## src/charger_option_pkg.sv

```systemverilog
/*
 Shared constants for the charger option control block: bus address,
 command codes, option bit positions, reset value and watchdog timing.
 Assumes a single 20 MHz clock domain.
*/
`default_nettype none
package charger_option_pkg;
   // Bus identity and command codes
   localparam logic [6:0] DEV_ADDR = 7'h09;
   localparam logic [7:0] CMD_OPTION = 8'h12;
   localparam logic [7:0] CMD_CHG_CURRENT = 8'h14;
   localparam logic [7:0] CMD_CHG_VOLTAGE = 8'h15;
   // Power-on value of the option word
   localparam logic [15:0] OPT_RESET = 16'hE144;
   // Option bit positions
   localparam int BIT_LOWPWR = 15;
   localparam int WDT_HI = 14;
   localparam int WDT_LO = 13;
   localparam int BIT_OVP_SEL = 12;
   localparam int BIT_OVP_STAT = 11;
   localparam int BIT_AUDIO = 10;
   localparam int FREQ_HI = 9;
   localparam int FREQ_LO = 8;
   localparam int BIT_ADP_OC = 7;
   localparam int BIT_LSOCP = 6;
   localparam int BIT_BATTERY_DISCHARGE_A = 5;
   localparam int BIT_MONSEL = 4;
   localparam int BIT_FIX = 3;
   localparam int BIT_LIN_PRE = 2;
   localparam int BIT_ILIM = 1;
   localparam int BIT_INHIBIT = 0;
   // Watchdog codes and periods in seconds
   localparam logic [1:0] WDT_OFF = 2'h0;
   localparam logic [1:0] WDT_44 = 2'h1;
   localparam logic [1:0] WDT_88 = 2'h2;
   localparam logic [7:0] WDT_44_S = 8'h2C;
   localparam logic [7:0] WDT_88_S = 8'h58;
   localparam logic [7:0] WDT_175_S = 8'hAF;
   // Frequency codes: the spare code aliases the default
   localparam logic [1:0] FREQ_SPARE = 2'h3;
   localparam logic [1:0] FREQ_800K = 2'h1;
   // Clock rate and the watchdog tick period in seconds
   localparam int CLK_HZ = 20000000;
   localparam int TICK_S = 1;
   // Receive byte length and byte phases
   localparam logic [3:0] BYTE_BITS = 4'h8;
   localparam logic [1:0] PH_ADDR = 2'h0;
   localparam logic [1:0] PH_CMD = 2'h1;
   localparam logic [1:0] PH_LO = 2'h2;
   localparam logic [1:0] PH_HI = 2'h3;
   // Serial engine states
   typedef enum logic [4:0] {
      S_IDLE = 5'h01,
      S_RX = 5'h02,
      S_ACK = 5'h04,
      S_TX = 5'h08,
      S_RACK = 5'h10
   } smb_state_t;
endpackage
`default_nettype wire

```

## src/charger_option_control.sv

```systemverilog
/*
 Charger option control word behind the serial word interface, with the
 communication watchdog, overvoltage latch and decoded control outputs.
 Assumes pin inputs synchronous to clk_i and analog loops outside.
*/
// Notes on behaviour
// Option command code writes the option word
// Word transfers, fixed address, low byte first
// Watchdog expiry without voltage/current write suspends charge
// Voltage or current write resumes suspended charge
// Watchdog codes: off, 44, 88, 175 s
// Low-power bit acts only on battery
// Overvoltage latches converter off; threshold select bit
// Overvoltage status read-only, cleared by writing zero
// Audio limit bit; frequency code 11 means 800k
// Adapter overcurrent enable bit, 333 percent threshold
// Low-side switch threshold bit, 250/350 mV
// Battery_discharge_a bit stops converter, battery switch on
// Fix bit clear: monitor follows input limit enable
// Fix bit set: select bit picks amplifier
// Fix bit clear: select bit reads as status
// Linear precharge bit; off turns battery switch on
// Input limit enable, charge inhibit plain bits
`timescale 1ns/1ps
`default_nettype none
module charger_option_control #(
   parameter int unsigned SEC_CYCLES = charger_option_pkg::CLK_HZ * charger_option_pkg::TICK_S
) (
   // Clock and reset
   input wire logic clk_i,
   input wire logic rst_b_i,
   // Serial bus pins
   input wire logic scl_i,
   input wire logic sda_i,
   output logic sda_o,
   output logic sda_oe_o,
   // Status from the power stage
   input wire logic on_battery_i,
   input wire logic sys_ovp_detect_i,
   // Controls to the power stage
   output logic battery_low_quiescent_sel_o,
   output logic charge_suspend_o,
   output logic ovp_threshold_high_o,
   output logic converter_latch_off_o,
   output logic audio_limit_o,
   output logic [1:0] switching_freq_o,
   output logic adapter_overcurrent_o,
   output logic low_side_switch_ocp_high_o,
   output logic battery_discharge_a_o,
   output logic converter_enable_o,
   output logic battery_switch_on_o,
   output logic current_monitor_output_sel_o,
   output logic linear_precharge_o,
   output logic input_limit_enable_o,
   output logic charge_enable_o
);
   localparam int DIV_W = $clog2(SEC_CYCLES);
   localparam logic [DIV_W-1:0] DIV_LAST = DIV_W'(SEC_CYCLES - 1);

   // Serial engine hand-over
   logic [7:0] cmd; // Latched command byte
   logic wr_stb; // One-cycle write of a full word
   logic [15:0] wr_data; // Written word
   logic [15:0] rd_data; // Word returned on reads

   // Stored word and its read view
   logic [15:0] opt_q, opt_d; // Option word
   logic [15:0] readback; // Option word as seen by a read
   logic opt_wr; // Write to the option word
   logic kick; // Voltage or current write

   // Watchdog timing
   logic [1:0] wdt_code; // Watchdog field
   logic [7:0] wdt_limit; // Timeout in seconds
   logic [DIV_W-1:0] div_q; // Second divider
   logic tick; // One-second enable pulse
   logic [7:0] sec_q; // Seconds since last kick
   logic suspend_q; // Watchdog suspended charging

   logic mon_sel; // Effective monitor selection

   // Serial engine
   smbus_word_slave #(
      .ADDR(charger_option_pkg::DEV_ADDR)
   ) u_slave (
      .clk_i(clk_i),
      .rst_b_i(rst_b_i),
      .scl_i(scl_i),
      .sda_i(sda_i),
      .sda_o(sda_o),
      .sda_oe_o(sda_oe_o),
      .cmd_o(cmd),
      .wr_stb_o(wr_stb),
      .wr_data_o(wr_data),
      .rd_data_i(rd_data)
   );

   // Command decode
   assign opt_wr = wr_stb && cmd == charger_option_pkg::CMD_OPTION;
   assign kick = wr_stb && (cmd == charger_option_pkg::CMD_CHG_CURRENT ||
                            cmd == charger_option_pkg::CMD_CHG_VOLTAGE);

   // Monitor selection follows limit enable unless fixed
   assign mon_sel = opt_q[charger_option_pkg::BIT_FIX] ?
                    opt_q[charger_option_pkg::BIT_MONSEL] :
                    opt_q[charger_option_pkg::BIT_ILIM];

   // Read view: select bit shows status when not fixed
   // Other commands read as zero; only this word lives here
   always_comb begin
      readback = opt_q;
      readback[charger_option_pkg::BIT_MONSEL] = mon_sel;
      rd_data = (cmd == charger_option_pkg::CMD_OPTION) ? readback : 16'h0000;
   end

   // Next option word; status bit cannot be set by software
   always_comb begin
      opt_d = opt_q;
      if (opt_wr) opt_d = wr_data;
      // Detection wins over a clearing write
      opt_d[charger_option_pkg::BIT_OVP_STAT] = sys_ovp_detect_i |
         (opt_q[charger_option_pkg::BIT_OVP_STAT] &
          ~(opt_wr & ~wr_data[charger_option_pkg::BIT_OVP_STAT]));
   end

   // Option word storage
   always_ff @(posedge clk_i or negedge rst_b_i) begin
      if (!rst_b_i) opt_q <= charger_option_pkg::OPT_RESET;
      else opt_q <= opt_d;
   end

   // Watchdog period decode
   // Code 00 lands on the default but never counts
   assign wdt_code = opt_q[charger_option_pkg::WDT_HI:charger_option_pkg::WDT_LO];
   always_comb begin
      unique case (wdt_code)
         charger_option_pkg::WDT_44: wdt_limit = charger_option_pkg::WDT_44_S;
         charger_option_pkg::WDT_88: wdt_limit = charger_option_pkg::WDT_88_S;
         default: wdt_limit = charger_option_pkg::WDT_175_S;
      endcase
   end

   // One-second divider; restarts on a kick so the period is not short
   // Wide counter traded for a single clock domain
   always_ff @(posedge clk_i or negedge rst_b_i) begin
      if (!rst_b_i) div_q <= '0;
      else if (kick || div_q == DIV_LAST) div_q <= '0;
      else div_q <= div_q + DIV_W'(1);
   end
   assign tick = (div_q == DIV_LAST) && !kick;

   // Seconds counter, frozen while suspended, cleared while disabled
   // Freezing keeps a suspension from firing twice
   always_ff @(posedge clk_i or negedge rst_b_i) begin
      if (!rst_b_i) sec_q <= 8'h00;
      else if (kick || wdt_code == charger_option_pkg::WDT_OFF) sec_q <= 8'h00;
      else if (tick && !suspend_q) sec_q <= sec_q + 8'h01;
   end

   // Suspend on expiry, resume on a kick
   always_ff @(posedge clk_i or negedge rst_b_i) begin
      if (!rst_b_i) suspend_q <= 1'h0;
      else if (kick || wdt_code == charger_option_pkg::WDT_OFF) suspend_q <= 1'h0;
      else if (tick && sec_q + 8'h01 >= wdt_limit) suspend_q <= 1'h1;
   end

   // Registered controls to the power stage
   always_ff @(posedge clk_i or negedge rst_b_i) begin
      if (!rst_b_i) begin
         // Inactive, frequency at 800k, until the first edge after reset
         battery_low_quiescent_sel_o <= 1'h0;
         charge_suspend_o <= 1'h0;
         ovp_threshold_high_o <= 1'h0;
         converter_latch_off_o <= 1'h0;
         audio_limit_o <= 1'h0;
         switching_freq_o <= charger_option_pkg::FREQ_800K;
         adapter_overcurrent_o <= 1'h0;
         low_side_switch_ocp_high_o <= 1'h0;
         battery_discharge_a_o <= 1'h0;
         converter_enable_o <= 1'h0;
         battery_switch_on_o <= 1'h0;
         current_monitor_output_sel_o <= 1'h0;
         linear_precharge_o <= 1'h0;
         input_limit_enable_o <= 1'h0;
         charge_enable_o <= 1'h0;
      end else begin
         // Quiescent saving only matters without adapter
         battery_low_quiescent_sel_o <= opt_q[charger_option_pkg::BIT_LOWPWR] & on_battery_i;
         charge_suspend_o <= suspend_q;
         ovp_threshold_high_o <= opt_q[charger_option_pkg::BIT_OVP_SEL];
         converter_latch_off_o <= opt_q[charger_option_pkg::BIT_OVP_STAT];
         audio_limit_o <= opt_q[charger_option_pkg::BIT_AUDIO];
         // Spare code runs at the default rate
         if (opt_q[charger_option_pkg::FREQ_HI:charger_option_pkg::FREQ_LO] ==
             charger_option_pkg::FREQ_SPARE)
            switching_freq_o <= charger_option_pkg::FREQ_800K;
         else
            switching_freq_o <= opt_q[charger_option_pkg::FREQ_HI:charger_option_pkg::FREQ_LO];

         // Protection thresholds for the analog side
         adapter_overcurrent_o <= opt_q[charger_option_pkg::BIT_ADP_OC];
         low_side_switch_ocp_high_o <= opt_q[charger_option_pkg::BIT_LSOCP];

         // Battery_discharge_a mode: buck off, battery carries load
         battery_discharge_a_o <= opt_q[charger_option_pkg::BIT_BATTERY_DISCHARGE_A];
         // Battery_discharge_a mode and the overvoltage latch both stop the buck
         converter_enable_o <= ~opt_q[charger_option_pkg::BIT_BATTERY_DISCHARGE_A] &
                               ~opt_q[charger_option_pkg::BIT_OVP_STAT];
         // Pack handles precharge when the linear mode is off
         battery_switch_on_o <= opt_q[charger_option_pkg::BIT_BATTERY_DISCHARGE_A] |
                                ~opt_q[charger_option_pkg::BIT_LIN_PRE];

         // Monitor routing and precharge mode
         current_monitor_output_sel_o <= mon_sel;
         linear_precharge_o <= opt_q[charger_option_pkg::BIT_LIN_PRE];

         // Plain stored bits; inhibit and watchdog gate charge
         input_limit_enable_o <= opt_q[charger_option_pkg::BIT_ILIM];
         charge_enable_o <= ~opt_q[charger_option_pkg::BIT_INHIBIT] & ~suspend_q;
      end
   end
endmodule
`default_nettype wire

```

## src/smbus_word_slave.sv

```systemverilog
/*
 Word-transfer serial slave: takes Write-Word and Read-Word frames,
 hands out a write strobe with command and data, returns read data.
 Assumes scl_i and sda_i are already synchronous to clk_i and that the
 clock is well above the bus bit rate.
*/
`timescale 1ns/1ps
`default_nettype none
module smbus_word_slave #(
   parameter logic [6:0] ADDR = charger_option_pkg::DEV_ADDR
) (
   // Clock and reset
   input wire logic clk_i,
   input wire logic rst_b_i,
   // Bus pins
   input wire logic scl_i,
   input wire logic sda_i,
   output logic sda_o,
   output logic sda_oe_o,
   // Register side
   output logic [7:0] cmd_o,
   output logic wr_stb_o,
   output logic [15:0] wr_data_o,
   input wire logic [15:0] rd_data_i
);
   charger_option_pkg::smb_state_t state_q;
   logic scl_q, sda_q; // Previous pin samples
   logic [3:0] cnt_q; // Bits in current byte
   logic [7:0] sh_q; // Shift register
   logic [1:0] phase_q; // Which byte of the frame
   logic rw_q; // Read requested
   logic full_q; // Word already taken
   logic txhi_q; // Sending high byte
   logic [7:0] lo_q; // Held low data byte
   logic start, stop, rise, fall;

   // Pin history for edge and condition detection
   always_ff @(posedge clk_i or negedge rst_b_i) begin
      if (!rst_b_i) begin
         scl_q <= 1'h1;
         sda_q <= 1'h1;
      end else begin
         scl_q <= scl_i;
         sda_q <= sda_i;
      end
   end

   assign start = scl_i & scl_q & sda_q & ~sda_i;
   assign stop = scl_i & scl_q & ~sda_q & sda_i;
   assign rise = scl_i & ~scl_q;
   assign fall = ~scl_i & scl_q;

   // Open drain: only ever pulls low
   always_ff @(posedge clk_i or negedge rst_b_i) begin
      if (!rst_b_i) sda_o <= 1'h0;
      else sda_o <= 1'h0;
   end

   // Frame engine; low byte first, then high byte
   always_ff @(posedge clk_i or negedge rst_b_i) begin
      if (!rst_b_i) begin
         state_q <= charger_option_pkg::S_IDLE;
         cnt_q <= 4'h0;
         sh_q <= 8'h00;
         phase_q <= charger_option_pkg::PH_ADDR;
         rw_q <= 1'h0;
         full_q <= 1'h0;
         txhi_q <= 1'h0;
         lo_q <= 8'h00;
         cmd_o <= 8'h00;
         wr_stb_o <= 1'h0;
         wr_data_o <= 16'h0000;
         sda_oe_o <= 1'h0;
      end else begin
         wr_stb_o <= 1'h0;
         if (start) begin
            // Repeated start keeps the command byte
            state_q <= charger_option_pkg::S_RX;
            cnt_q <= 4'h0;
            phase_q <= charger_option_pkg::PH_ADDR;
            full_q <= 1'h0;
            sda_oe_o <= 1'h0;
         end else if (stop) begin
            state_q <= charger_option_pkg::S_IDLE;
            sda_oe_o <= 1'h0;
         end else begin
            unique case (state_q)
               charger_option_pkg::S_IDLE: begin
               end
               charger_option_pkg::S_RX: begin
                  if (rise) begin
                     sh_q <= {sh_q[6:0], sda_i};
                     cnt_q <= cnt_q + 4'h1;
                  end else if (fall && cnt_q == charger_option_pkg::BYTE_BITS) begin
                     cnt_q <= 4'h0;
                     state_q <= charger_option_pkg::S_ACK;
                     sda_oe_o <= 1'h1;
                     if (phase_q != charger_option_pkg::PH_HI) phase_q <= phase_q + 2'h1;
                     unique case (phase_q)
                        charger_option_pkg::PH_ADDR: begin
                           // Foreign address: stay off the bus
                           if (sh_q[7:1] != ADDR) begin
                              state_q <= charger_option_pkg::S_IDLE;
                              sda_oe_o <= 1'h0;
                           end
                           rw_q <= sh_q[0];
                        end
                        charger_option_pkg::PH_CMD: cmd_o <= sh_q;
                        charger_option_pkg::PH_LO: lo_q <= sh_q;
                        charger_option_pkg::PH_HI: begin
                           // Bytes past the word are refused
                           if (full_q) begin
                              state_q <= charger_option_pkg::S_IDLE;
                              sda_oe_o <= 1'h0;
                           end else begin
                              wr_stb_o <= 1'h1;
                              wr_data_o <= {sh_q, lo_q};
                              full_q <= 1'h1;
                           end
                        end
                     endcase
                  end
               end
               charger_option_pkg::S_ACK: begin
                  if (fall) begin
                     if (rw_q) begin
                        state_q <= charger_option_pkg::S_TX;
                        sh_q <= rd_data_i[7:0];
                        sda_oe_o <= ~rd_data_i[7];
                        txhi_q <= 1'h0;
                     end else begin
                        state_q <= charger_option_pkg::S_RX;
                        sda_oe_o <= 1'h0;
                     end
                  end
               end
               charger_option_pkg::S_TX: begin
                  if (fall) begin
                     cnt_q <= cnt_q + 4'h1;
                     if (cnt_q == charger_option_pkg::BYTE_BITS - 4'h1) begin
                        sda_oe_o <= 1'h0;
                        state_q <= charger_option_pkg::S_RACK;
                     end else begin
                        sh_q <= {sh_q[6:0], 1'h0};
                        sda_oe_o <= ~sh_q[6];
                     end
                  end
               end
               charger_option_pkg::S_RACK: begin
                  // Master acknowledge sampled into bit 0
                  if (rise) sh_q[0] <= sda_i;
                  else if (fall) begin
                     cnt_q <= 4'h0;
                     if (!sh_q[0] && !txhi_q) begin
                        state_q <= charger_option_pkg::S_TX;
                        sh_q <= rd_data_i[15:8];
                        sda_oe_o <= ~rd_data_i[15];
                        txhi_q <= 1'h1;
                     end else state_q <= charger_option_pkg::S_IDLE;
                  end
               end
               default: state_q <= charger_option_pkg::S_IDLE;
            endcase
         end
      end
   end
endmodule
`default_nettype wire

```

## config.mk

```make
export PLATFORM = sky130hd
export DESIGN_NAME = charger_option_control
export DESIGN_NICKNAME = d
export VERILOG_FILES = /design/src/charger_option_pkg.sv /design/src/charger_option_control.sv /design/src/smbus_word_slave.sv
export SDC_FILE = /design/constraint.sdc
export NUM_CORES = 1
export LEC_CHECK = 0
export BUFFER_PORTS_ARGS = -buffer_cell sky130_fd_sc_hd__buf_2
export CAP_MARGIN = 20
export CORE_MARGIN = 5
export CORE_UTILIZATION = 35
export CTS_CLUSTER_DIAMETER = 100
export CTS_CLUSTER_SIZE = 8
export DETAILED_ROUTE_END_ITERATION = 12
export SKIP_LAST_GASP = 1
export SLEW_MARGIN = 40
export SYNTH_ARGS = -nofsm -noshare
export SYNTH_HDL_FRONTEND = slang
export SYNTH_SLANG_ARGS = --single-unit
```

## constraint.sdc

```tcl
create_clock -name clk_i -period 5 [get_ports clk_i]
set_input_delay 0 -clock clk_i [delete_from_list [all_inputs] [get_ports clk_i]]
set_output_delay 0 -clock clk_i [all_outputs]
set_load 0.01 [all_outputs]
```

==> metrics.yaml <==
die:
  core_um2: 17200
  die_x_um: 142
  fp.dieH_um: 142
  initial_core_util: 0.356
  rows: 48
  io_pins: 24
  die_area_um2: 20300
clock_tree:
  cts_sinks: 124
  cts_root_buf: "clkbuf_16"
  cts-resized-gates: 0
  post-cts-setup-buffers: 0
  numCtsBuffers: 17
  cts_buffer_depth: 2
  cts_tree: "yes"
  clk_pin_slew_ns: 0.05
  hold_buffers: 5
  htreeDepth: 4
  clock_latency_ns: 0.42
global_routing:
  grt_pass1_wl_um: 21400
  track_usage: 0.132
  antenna_found_initial: 0
  grt_pass1_vias: 4218
  grt_overflow: 0
  grt_max_degree: 77
logic_synthesis:
  synthMostInstantiatedCell: "dfrtp_1"
  async_flop_share: 1.00
  synth.avg_cell_area_um2: 11.7
  synth_top_area_cell: "dfrtp_1"
  synth_edf_count: 0
  yosysUniqueCellTypes: 79
  synth_flop_cell: "dfrtp_1"
  synth_top_area_frac: 0.465
  synth_nets: 547
  synth_commonest_cells: "dfrtp_1 (114), nor2_1 (51), mux2_2 (48)"
  postSynthCellCount: 523
  yosysSeqAreaShare: 0.508
  ys_top_cells_by_area: "dfrtp_1 (46%), mux2_2 (8.8%), dfstp_2 (4.3%)"
  yosys_warnings: 0
  synthesis.area_um2: 6140
  synth_seq_cells: 124
timing:
  slew_headroom: 0.552
  fin_tns_setup_ns: 0
  fin_crit_sh: 0.514
  skew_ns: 0.00760
  fmaxAchievable_ghz: 0.389
  setup_viol: 0
  rsz0062_at_grt: "false"
  tightest_slew_ns: 0.672
  drv_slew: 0
  setup_slack_ns: 2.43
  min_period_ns: 2.57
  finalHoldViolations: 0
detailed_routing:
  drt_iter0_drc: 211
  detail_route.wirelength_um: 12300
  drc_errors: 0
  vias: 3991
  wl_per_cell_um: 15.5
  postRouteAntennaNets: 0
  dr.pass1.iters: 4
  viasPerCell: 5.05
critical_path:
  path_class: "flop to flop"
  cp_top_family: "simple AND/OR/NAND/NOR gates"
  cp-end-kind: "flop"
  cp_num_buf_inv: 0
  r2r_setup_slack_ns: 2.43
  critical_path.cell_chain: "nor2_1, and3_1, nor2_2, o21ai_4, mux2_2"
  crit_arrival_ns: 2.87
  cp-start-kind: "flop"
  slowest_stage: "and3_1"
  required_ns: 5.30
  path_max_fanout: 14
  critPathMaxStageDelay_ns: 0.66
placed_design:
  hpwl_um: 8410
  placed_area_um2: 6420
  pre_cts_slack_ns: 2.43
  port_buffers: 22
  gp_routability_congestion: 0.829
finish:
  drive_above_1_share: 0.269
  diodes: 0
  nNetsFinal: 577
  ff_latch_area_um2: 3120
  syn2layout_area_growth_pct: 15.6
  finalInstanceArea_um2: 7090
  num-fill-cells: 1631
  multi_input_area_um2: 2840
status:
  status: "completed"
worst_hold_path:
  hold_class: "primary input to async pin"
pwr:
  leakage_uw: 0.00326
  ir_worst_vdd_uv: 261
  p_per_area_nw_per_um2: 343
flow_run:
  max_cap_viol_count: 0
routing by layer:
layer / GRT usage / routed length (µm) / up-vias
li1: - / - / 1913
met1: 0.176 / 5840 / 1990
met2: 0.205 / 5770 / 69
met3: 0.0370 / 455 / 19
met4: 0.0495 / 204 / 0
met5: 0 / 0 / -
where the power goes:
part / switching, µW / total (µW) / internal (µW) / leakage, µW
clock network: 426 / 1270 / 849 / 0.000297
registers: 22.7 / 1040 / 1020 / 0.00166
logic: 70.2 / 111 / 41.1 / 0.00130
cell usage in the layout (no fill, tap or decap), drive strengths merged, types with 15 or more instances in the layout:
cell type,count
mux2,58
o21ai,23
xor2,16
dfrtp,114
inv,15
nor2,57
clkbuf,26
xnor2,17
ha,18
buf,23
nand2,34
sequential cells by signal, summed over array words and instances, names as in the netlist, 2 cells and up:
register	flops
u_slave.lo_q	8
u_slave.cnt_q	4
switching_freq_o	2
sec_q	8
u_slave.wr_data_o	16
u_slave.sh_q	8
u_slave.cmd_o	8
opt_q	16
u_slave.state_q	5
u_slave.phase_q	2
div_q	25
final timing paths:
kind / from / to / cells after the start
worst min register to register: opt_q[8]$_DFFE_PN1P_ / switching_freq_o[0]$_DFF_PN1_ / 0
min in group clk_i: sda_i / u_slave.sda_q$_DFF_PN1_ / 2
worst max-delay path: u_slave.state_q[3]$_DFFE_PN0P_ / u_slave.sh_q[6]$_DFFE_PN0P_ / 5
worst min-delay path: rst_b_i / div_q[18]$_DFF_PN0_ / 2
max in group asynchronous: rst_b_i / u_slave.state_q[2]$_DFFE_PN0P_ / 3
worst max register to register: u_slave.state_q[3]$_DFFE_PN0P_ / u_slave.sh_q[6]$_DFFE_PN0P_ / 5
final cells by class:
| type | count | share of cell area |
|---|---|---|
| inverters | 15 | 0.00794 |
| clock buffers | 26 | 0.0718 |
| multi-input cells | 367 | 0.401 |
| repair buffers | 28 | 0.0245 |
| flip-flops and latches | 124 | 0.439 |
| clock inverters | 6 | 0.0155 |
| well taps | 225 | 0.0397 |
worst register-to-register path, delay by kind of cell, from the launching register on:
family          cells  cell delay [ns]
simple gates        3             1.23
flops               1             0.50
mux                 1             0.38
compound gates      1             0.35
stage by stage:
stage           util  cells  hold WS, ns  total power, µW
6_report       0.411    791        0.181             2430
5_1_grt        0.411    791        0.263             2520
4_1_cts        0.411    791        0.205             2460
3_5_place_dp   0.373    754       0.0767             1170
3_3_place_gp   0.372    754        0.158             1170
2_1_floorplan      -    523       -0.296             1130
kinds of logic (layout without fill, tap and decap cells):
kind of cell / Yosys count / after routing / synth area share
DFF: 124 / 124 / 0.508
AOI/OAI and AO/OA: 73 / 73 / 0.0850
muxes: 60 / 60 / 0.116
adders and majority gates: 18 / 18 / 0.0367
xor gates and xnor gates: 33 / 33 / 0.0483
other: 1 / 1 / 0.000611
and+or+nand+nor: 182 / 182 / 0.177
buffers and inverters: 32 / 75 / 0.0288
No activity file was read; power rests on OpenSTA's default activity.
